`src/arc_defs.svh`:
```
// constants for the alarm reset edge clear block
`ifndef ARC_DEFS_SVH
`define ARC_DEFS_SVH
`define ARC_CFG_W 2
`define ARC_CFG_FALL 2'h1
`define ARC_CFG_RISE 2'h2
`define ARC_CFG_GPIO 2'h3
`define ARC_CFG_RST 2'h3
`define ARC_SYNC_STAGES 2
`endif

```
`src/arc_pkg.sv`:
```
// types for the alarm reset edge clear block
`include "arc_defs.svh"
package arc_pkg;
   typedef logic [`ARC_CFG_W-1:0] arc_cfg_t;
   typedef enum logic [2:0] {
      ARC_GPIO = 3'h1,
      ARC_FALL = 3'h2,
      ARC_RISE = 3'h4
   } arc_mode_e;
   typedef struct packed {
      logic s1;
      logic s2;
      logic prev;
   } arc_sync_s;
   typedef struct packed {
      arc_mode_e mode;
      logic clr;
      logic gpio;
   } arc_core_s;
endpackage : arc_pkg

```
`src/arc_sync.sv`:
```
// two-stage synchroniser with edge detection on the settled side
`timescale 1ns/1ps
`default_nettype none
module arc_sync
   import arc_pkg::*;
(
   input wire logic clock,
   input wire logic rst_b,
   input wire logic en,
   input wire logic din,
   output logic dout,
   output logic rise,
   output logic fall
);
   arc_sync_s st_q;
   arc_sync_s st_d;

   // shift the pin through two stages, keep the settled value's history
   always_comb begin
      st_d = st_q;
      if (en) begin
         st_d.s1 = din;
         st_d.s2 = st_q.s1;
         st_d.prev = st_q.s2;
      end
   end

   // reset to high: an open input reads high, so no false edge at start
   always_ff @(posedge clock or negedge rst_b) begin
      if (!rst_b) begin
         st_q <= 3'h7;
      end else begin
         st_q <= st_d;
      end
   end

   assign dout = st_q.s2;
   assign rise = en & st_q.s2 & ~st_q.prev;
   assign fall = en & ~st_q.s2 & st_q.prev;
endmodule : arc_sync
`default_nettype wire

```
`src/arc_alarm_reset.sv`:
```
// alarm reset input watcher that pulses an alarm clear on a chosen edge
//
// What this block does
// - a qualifying edge on the reset input clears all warnings and faults.
// - configuration 1 clears only on a high-to-low transition of the input.
// - configuration 1 never clears while the input holds high.
// - configuration 1 ignores low-to-high transitions; the next fall clears.
// - configuration 2 clears only on a low-to-high transition of the input.
// - configuration 2 ignores falls and steady levels.
//
// timing: a pin change shows on alarm_clear three enabled edges later,
// two for the synchroniser and one for the output flop; the edge detect is combinational.
// pulses shorter than one cycle may be missed; that is the price of
// settling an asynchronous contact without a filter.
// the clear is a pulse only; the alarm store that it empties lives outside.
// a configuration change takes effect one enabled edge after it is seen, and
// edges already in the synchroniser are judged by the new mode.
// clk_en low freezes synchroniser, mode and outputs alike.
`timescale 1ns/1ps
`default_nettype none
module arc_alarm_reset
   import arc_pkg::*;
(
   input wire logic clock,
   input wire logic rst_b,
   input wire logic clk_en,
   input wire logic alarm_reset_input,
   input wire logic [`ARC_CFG_W-1:0] alarm_reset_config,
   output logic alarm_clear,
   output logic gpio_level
);
   arc_core_s st_q;
   arc_core_s st_d;
   logic pin_lvl;
   logic pin_rise;
   logic pin_fall;

   // map the configuration code onto a one-hot mode
   function automatic arc_mode_e decode_cfg(input arc_cfg_t cfg);
      case (cfg)
         `ARC_CFG_FALL: decode_cfg = ARC_FALL;
         `ARC_CFG_RISE: decode_cfg = ARC_RISE;
         default: decode_cfg = ARC_GPIO; // code 0 unused, treated as plain input
      endcase
   endfunction : decode_cfg

   // pick the edge that counts for the registered mode; other modes never clear
   function automatic logic edge_clears(input arc_mode_e mode, input logic rise, input logic fall);
      case (mode)
         ARC_FALL: edge_clears = fall;
         ARC_RISE: edge_clears = rise;
         ARC_GPIO: edge_clears = 1'b0;
         default: edge_clears = 1'b0;
      endcase
   endfunction : edge_clears

   // pin is asynchronous to our clock, settle it before use
   arc_sync u_sync (
      .clock(clock),
      .rst_b(rst_b),
      .en(clk_en),
      .din(alarm_reset_input),
      .dout(pin_lvl),
      .rise(pin_rise),
      .fall(pin_fall)
   );

   // mode is sampled each cycle; clear is a one-cycle pulse
   always_comb begin
      st_d = st_q;
      if (clk_en) begin
         st_d.mode = decode_cfg(alarm_reset_config);
         st_d.gpio = pin_lvl;
         st_d.clr = edge_clears(st_q.mode, pin_rise, pin_fall);
      end
   end

   // default mode is general purpose so nothing clears before configuration
   always_ff @(posedge clock or negedge rst_b) begin
      if (!rst_b) begin
         st_q <= '{mode: ARC_GPIO, clr: 1'b0, gpio: 1'b1};
      end else begin
         st_q <= st_d;
      end
   end

   assign alarm_clear = st_q.clr;
   assign gpio_level = st_q.gpio;

   // helper: settled level one cycle back, held while clock enable is low
   logic lvl_q;
   always_ff @(posedge clock or negedge rst_b) begin
      if (!rst_b) begin
         lvl_q <= 1'b1;
      end else if (clk_en) begin
         lvl_q <= pin_lvl;
      end
   end
endmodule : arc_alarm_reset
`default_nettype wire

```
`config.mk`:
```
export PLATFORM = sky130hd
export DESIGN_NAME = arc_alarm_reset
export DESIGN_NICKNAME = d
export VERILOG_FILES = /design/src/arc_pkg.sv /design/src/arc_sync.sv /design/src/arc_alarm_reset.sv
export VERILOG_INCLUDE_DIRS = /design/src /design/src/src
export SDC_FILE = /design/constraint.sdc
export NUM_CORES = 1
export LEC_CHECK = 0
export BUFFER_PORTS_ARGS = -buffer_cell sky130_fd_sc_hd__buf_2
export CORE_AREA = 3 3 40 42
export DETAILED_ROUTE_END_ITERATION = 7
export DIE_AREA = 0 0 43 45
export HOLD_SLACK_MARGIN = 0.02
export PLACE_DENSITY = 0.44
export SYNTH_ARGS = -nofsm -noshare
export SYNTH_HDL_FRONTEND = slang
export SYNTH_SLANG_ARGS = --single-unit
```
`constraint.sdc`:
```
create_clock -name clock -period 2.9 [get_ports clock]
set_clock_uncertainty 0.15 [all_clocks]
set_input_delay 0.435 -clock clock [delete_from_list [all_inputs] [get_ports clock]]
set_output_delay 0.435 -clock clock [all_outputs]
set_load 0.01 [all_outputs]
```
==> results.py, run 1 <==
metrics = {
    "setup_path": {
        "slowest_stage": "dfstp_2",
        "cp_top_family": "flip-flops",
        "endpoint_kind": "output port",
        "worst-path-max-fanout": 4,
        "cp_num_buf_inv": 1,
        "path_class": "flop to output port",
        "required_ns": 2.32,
        "critPathArrivalTime_ns": 0.92,
        "r2r-start": "gpio_level",
        "cp-start-kind": "flop",
        "path_cells": "buf_2",
        "reg2reg_slack_ns": 1.62,
        "reg2regPathDepth": 3,
        "rr_endpoint": "alarm_clear",
        "max_stage_delay_ns": 0.54,
    },
    "synth": {
        "synthFlopType": "dfstp_2",
        "synth_compound_area_frac": 0.0386,
        "synth-seq-cells": 7,
        "synth-edff-count": 0,
        "yosys.area_share.simple": 0.0695,
        "syn_inst": 24,
        "ys_seq_area_frac": 0.556,
        "yosys-top-cells-count": "mux2_2, dfstp_2, dfrtp_1, inv_1, ha_1",
        "synth_cell_type_count": 11,
        "synthXorXnorAreaFrac": 0,
        "netlist.area_leader.share": 0.324,
        "postSynthAreaPerCell_um2": 13.5,
        "async_flop_share": 1.00,
        "synth.area.mux_share": 0.208,
        "synth.net_count": 32,
        "synth_fa_ha_area_frac": 0.0772,
        "yosys_warnings": 0,
        "yosysMostFrequentCell": "mux2_2",
        "synth_top_area_cell": "dfstp_2",
        "synth.area.top_cells": "dfstp_2, dfrtp_1, mux2_2, ha_1, and4bb_2",
        "synth_top_family_by_area": "multiplexers",
        "synth_area_um2": 324,
    },
    "placement": {
        "dp_hpwl_um": 380,
        "io_buffers": 7,
        "place.gp.congestion": 0.661,
        "place_area_um2": 373,
        "place_ws_ns": 1.57,
    },
    "timing": {
        "worst_slew_pin_slew_ns": 0.164,
        "fin_setup_tns_ns": 0,
        "rsz0062_at_grt": "no",
        "hold_slack_ns": 0.269,
        "hold_viol_final": 0,
        "max_freq_mhz": 666,
        "fin_crit_ns": 1.50,
        "finalSetupViolations": 0,
        "setup_slack_ns": 1.40,
        "fin_crit_sh": 0.517,
        "max_slew_margin": 0.891,
        "final_max_slew_viol_count": 0,
    },
    "floorplanning": {
        "coreArea_um2": 1280,
        "die-area_um2": 1940,
        "die_w_um": 43,
        "die_y_um": 45,
        "std_cell_rows": 13,
        "initial_core_util": 0.252,
        "io_pins": 8,
    },
    "power": {
        "leakagePower_nw": 0.192,
        "ir_drop_mv": 0.218,
        "cellPowerDensity_nw_per_um2": 598,
    },
    "cells_and_area": {
        "fin_nets": 44,
        "area_growth_pct": 26.3,
        "stdcell_area_um2": 409,
        "diodes": 0,
        "drive_gt1_frac": 0.600,
    },
    "clock_tree": {
        "worstSkewPairLatency_ns": 0.25,
        "tritoncts": "yes",
        "htree_levels": 1,
        "cts_buffers": 3,
        "cts.reportedPaths.clkPinSlew_ns": 0.05,
        "cts.sinks": 7,
        "cts_buffer_depth": 2,
        "ctsResizeCount": 0,
        "root_buffer": "clkbuf_4",
    },
    "grt": {
        "grt_pass1_wl_um": 869,
        "grt_pass1_vias": 232,
        "track_usage": 0.0681,
        "grt_antenna_before_repair": 0,
        "grt_overflow": 0,
        "grt_max_degree": 9,
    },
    "min_path": {
        "hold_start": "alarm_reset_input",
        "hp-class": "input pin to flop",
        "hold_depth": 2,
        "hold_end": "u_sync.st_q[2]",
    },
    "drt": {
        "drt_iter0_drc": 5,
        "vias": 205,
        "route.detailed.drc": 0,
        "ant_nets": 0,
        "vias_per_cell": 4.10,
        "wl_per_cell_um": 10.2,
        "dr.pass1.iters": 3,
        "routed_wl_um": 509,
    },
    "outcome": {
        "status": "finished, final reports clean",
    },
    "run": {
        "maxCapViolCount": 0,
    },
}
## worst max path at each step
stage                                      from          end  slack (ns)  cells past startpoint
after detailed placement  alarm_reset_config[0]      st_q[2]        1.57                      4
after floorplan                      gpio_level  alarm_clear        1.64                      3
final                                gpio_level   gpio_level        1.40                      1
after global placement    alarm_reset_config[0]      st_q[2]        1.58                      4
after global routing                 gpio_level   gpio_level        1.36                      1
after CTS                            gpio_level   gpio_level        1.38                      1
## sequential cells by signal (all words and copies together), names as in the netlist
register and cells:
alarm_clear 1, gpio_level 1, st_q 3, u_sync.dout 1
u_sync.st_q 1
## through the flow
step                      total power [W]  utilization  cells
after floorplan                  0.000145            -     24
after global placement           0.000157        0.290     45
after detailed placement         0.000158        0.290     45
after CTS                        0.000250        0.318     50
after global routing             0.000260        0.318     50
final                            0.000245        0.318     50
## repair_timing
action,in CTS,in global routing
endpoints found under the setup margin,0,0
hold buffers,1,0
buffers inserted,0,0
endpoints found under the hold margin,3,0
## cell families after synthesis
family                   after synthesis
AND/OR/NAND/NOR                        3
buffers and inverters                  4
flip-flops                             7
multiplexers                           6
AO/OA/AOI/OAI                          2
adder cells (fa/ha/maj)                2
## report_power, final
| part | internal [W] | switching, W | leakage (nW) | total [W] |
|---|---|---|---|---|
| Combinational | 0.0000197 | 0.0000135 | 0.0954 | 0.0000332 |
| Clock | 0.0000524 | 0.0000349 | 0.0150 | 0.0000873 |
| Sequential | 0.000116 | 0.00000815 | 0.0816 | 0.000124 |
## cells in the final DEF, fill, tap and decap left out
cell type      n
mux2_2         6
nand2b_1       1
clkbuf_1       1
and4bb_2       1
dfstp_2        4
buf_2          7
nor2_1         1
a31oi_1        1
o22ai_1        1
dlygate4sd3_1  1
inv_1          3
dfrtp_1        3
clkbuf_4       3
ha_1           2
## routing by layer
| metal | vias up | share of wire | track usage |
|---|---|---|---|
| met3 | 0 | 0.092 | 0.0558 |
| li1 | 103 | - | - |
| met4 | 0 | 0 | 0.0723 |
| met5 | - | 0 | 0 |
| met2 | 6 | 0.48 | 0.0928 |
| met1 | 96 | 0.42 | 0.0594 |
## final cells by class
cell class | count | area (um2)
timing repair buffer | 8 | 45.0
multi-input combinational | 13 | 128
sequential | 7 | 180
tap | 15 | 18.8
clock buffer | 4 | 26.3
fill | 132 | 876
inverter | 3 | 11.3
Note: power is estimated with default switching activity, not from simulation.
==> run 2: changes to the inputs <==
--- a/config.mk
+++ b/config.mk
@@ -6,12 +6,13 @@
 export SDC_FILE = /design/constraint.sdc
 export NUM_CORES = 1
 export LEC_CHECK = 0
+export ABC_AREA = 1
 export BUFFER_PORTS_ARGS = -buffer_cell sky130_fd_sc_hd__buf_2
 export CORE_AREA = 3 3 40 42
 export DETAILED_ROUTE_END_ITERATION = 7
 export DIE_AREA = 0 0 43 45
 export HOLD_SLACK_MARGIN = 0.02
-export PLACE_DENSITY = 0.44
+export PLACE_DENSITY = 0.49
 export SYNTH_ARGS = -nofsm -noshare
 export SYNTH_HDL_FRONTEND = slang
 export SYNTH_SLANG_ARGS = --single-unit
==> constraint.sdc (replaced) <==
create_clock -name clock -period 1.3 [get_ports clock]
set_clock_uncertainty 0.15 [all_clocks]
set_input_delay 0.195 -clock clock [delete_from_list [all_inputs] [get_ports clock]]
set_output_delay 0.195 -clock clock [all_outputs]
set_load 0.01 [all_outputs]
==> results.py, run 2 <==
metrics = {
    "drt": {
        "route.detailed.drc": 0,
        "drt_iter0_drc": 2,
        "ant_nets": 0,
        "vias": 284,
        "dr.pass1.iters": 2,
        "routed_wl_um": 641,
        "wl_per_cell_um": 9.29,
        "vias_per_cell": 4.12,
    },
    "setup_path": {
        "cp-start-kind": "flop",
        "slowest_stage": "dfstp_2",
        "critPathArrivalTime_ns": 0.91,
        "cp_num_buf_inv": 1,
        "endpoint_kind": "output port",
        "required_ns": 0.95,
        "path_cells": "buf_2",
        "worst-path-max-fanout": 3,
        "path_class": "flop to output port",
        "max_stage_delay_ns": 0.54,
        "cp_top_family": "flip-flops",
    },
    "timing": {
        "setup_slack_ns": 0.0474,
        "hold_slack_ns": 0.113,
        "fin_crit_ns": 1.25,
        "fin_setup_tns_ns": 0,
        "worst_slew_pin_slew_ns": 0.257,
        "max_slew_margin": 0.828,
        "rsz0062_at_grt": "no",
        "hold_viol_final": 0,
        "finalSetupViolations": 0,
        "fin_crit_sh": 0.964,
        "final_max_slew_viol_count": 0,
        "max_freq_mhz": 798,
    },
    "synth": {
        "synth_area_um2": 374,
        "yosys-top-cells-count": "nand2_1, inv_1, nand2_2",
        "postSynthAreaPerCell_um2": 9.12,
        "async_flop_share": 1.00,
        "synth-seq-cells": 7,
        "synth_top_area_cell": "dfstp_2",
        "netlist.area_leader.share": 0.281,
        "ys_seq_area_frac": 0.482,
        "synth-edff-count": 0,
        "yosysMostFrequentCell": "nand2_1",
        "synth.net_count": 49,
        "synth.area.top_cells": "dfstp_2, dfrtp_1, o21ai_2, nand2_2, nand2_1",
        "yosys_warnings": 0,
        "syn_inst": 41,
        "synth_cell_type_count": 13,
        "synthFlopType": "dfstp_2",
    },
    "power": {
        "cellPowerDensity_nw_per_um2": 1170,
        "leakagePower_nw": 0.247,
        "ir_drop_mv": 0.385,
    },
    "clock_tree": {
        "root_buffer": "clkbuf_4",
        "cts_buffers": 3,
        "htree_levels": 1,
        "cts_buffer_depth": 2,
        "worstSkewPairLatency_ns": 0.25,
        "tritoncts": "yes",
        "cts.sinks": 7,
        "cts.reportedPaths.clkPinSlew_ns": 0.06,
    },
    "cells_and_area": {
        "layout_common_cells": "nand2_1, buf_2, inv_1",
        "largest-register": "st_q",
        "diodes": 0,
        "drive_gt1_frac": 0.500,
        "fin_cells": 69,
        "layout_commonest_cell": "nand2_1",
        "largest_reg_flops": 3,
        "fin_nets": 63,
        "area_growth_pct": 25.8,
    },
    "placement": {
        "io_buffers": 7,
        "place.gp.congestion": 0.644,
        "dpl.cell_count": 63,
        "dp_hpwl_um": 494,
        "place_ws_ns": 0.234,
    },
    "grt": {
        "track_usage": 0.0796,
        "grt_overflow": 0,
        "grt_pass1_wl_um": 1100,
        "grt_max_degree": 12,
        "grt_pass1_vias": 278,
        "grt_antenna_before_repair": 0,
    },
    "floorplanning": {
        "die_y_um": 45,
        "coreArea_um2": 1280,
        "std_cell_rows": 13,
        "die_w_um": 43,
        "io_pins": 8,
        "die-area_um2": 1940,
        "initial_core_util": 0.291,
    },
    "outcome": {
        "status": "finished, final reports clean",
    },
    "run": {
        "maxCapViolCount": 0,
    },
    "min_path": {
        "hp-class": "input pin to flop",
    },
}
## run 2: cell type report
class                   instances  area [um2]
multi-input cells              25         153
clock buffers                   4        26.3
fillers                       143         815
flip-flops and latches          7         180
repair buffers                 10        62.6
well taps                      15        18.8
inverters                       8        30.0
## run 2: logic make-up after synthesis
kind of cell | synth area share
AOI/OAI and AO/OA | 0.107
adders and majority gates | 0.0669
buffers and inverters | 0.110
DFF | 0.482
and+or+nand+nor | 0.234
## run 2: path summary, 6_finish.rpt
path | startpoint | end | slack, ns | cells after the start
hold reg to reg | u_sync.st_q[2] | u_sync.dout | 0.32 | 2
min in group asynchronous | rst_b | alarm_clear | 0.15 | 2
hold / removal | clk_en | st_q[2] | 0.11 | 3
setup reg to reg | st_q[2] | alarm_clear | 0.23 | 5
setup / recovery | gpio_level | gpio_level | 0.05 | 1
max in group asynchronous | rst_b | u_sync.dout | 0.61 | 2
## run 2: through the flow
stage	power (W)	area, um2	utilization
2_1_floorplan	0.000321	374	-
3_3_place_gp	0.000348	424	0.330
3_5_place_dp	0.000350	424	0.330
4_1_cts	0.000558	470	0.366
5_1_grt	0.000585	470	0.366
6_report	0.000551	470	0.366
## run 2: where the power goes
group	internal [W]	leakage, nW	switching [W]
clock	0.000117	0.0150	0.0000841
sequential	0.000249	0.0817	0.0000125
combinational	0.0000377	0.151	0.0000501
## run 2: timing repair
| item | CTS | global route |
|---|---|---|
| endpoints found under the hold margin | 8 | 0 |
| resized for setup | 0 | 0 |
| endpoints found under the setup margin | 0 | 0 |
| setup buffers | 0 | 0 |
| hold buffers | 2 | 0 |
## run 2: per-layer routing
metal / vias up / wire [um] / track usage
li1: 149 / - / -
met1: 128 / 310 / 0.0958
met2: 5 / 294 / 0.114
met3: 2 / 20 / 0.0239
met4: 0 / 16 / 0.0723
met5: - / 0 / 0
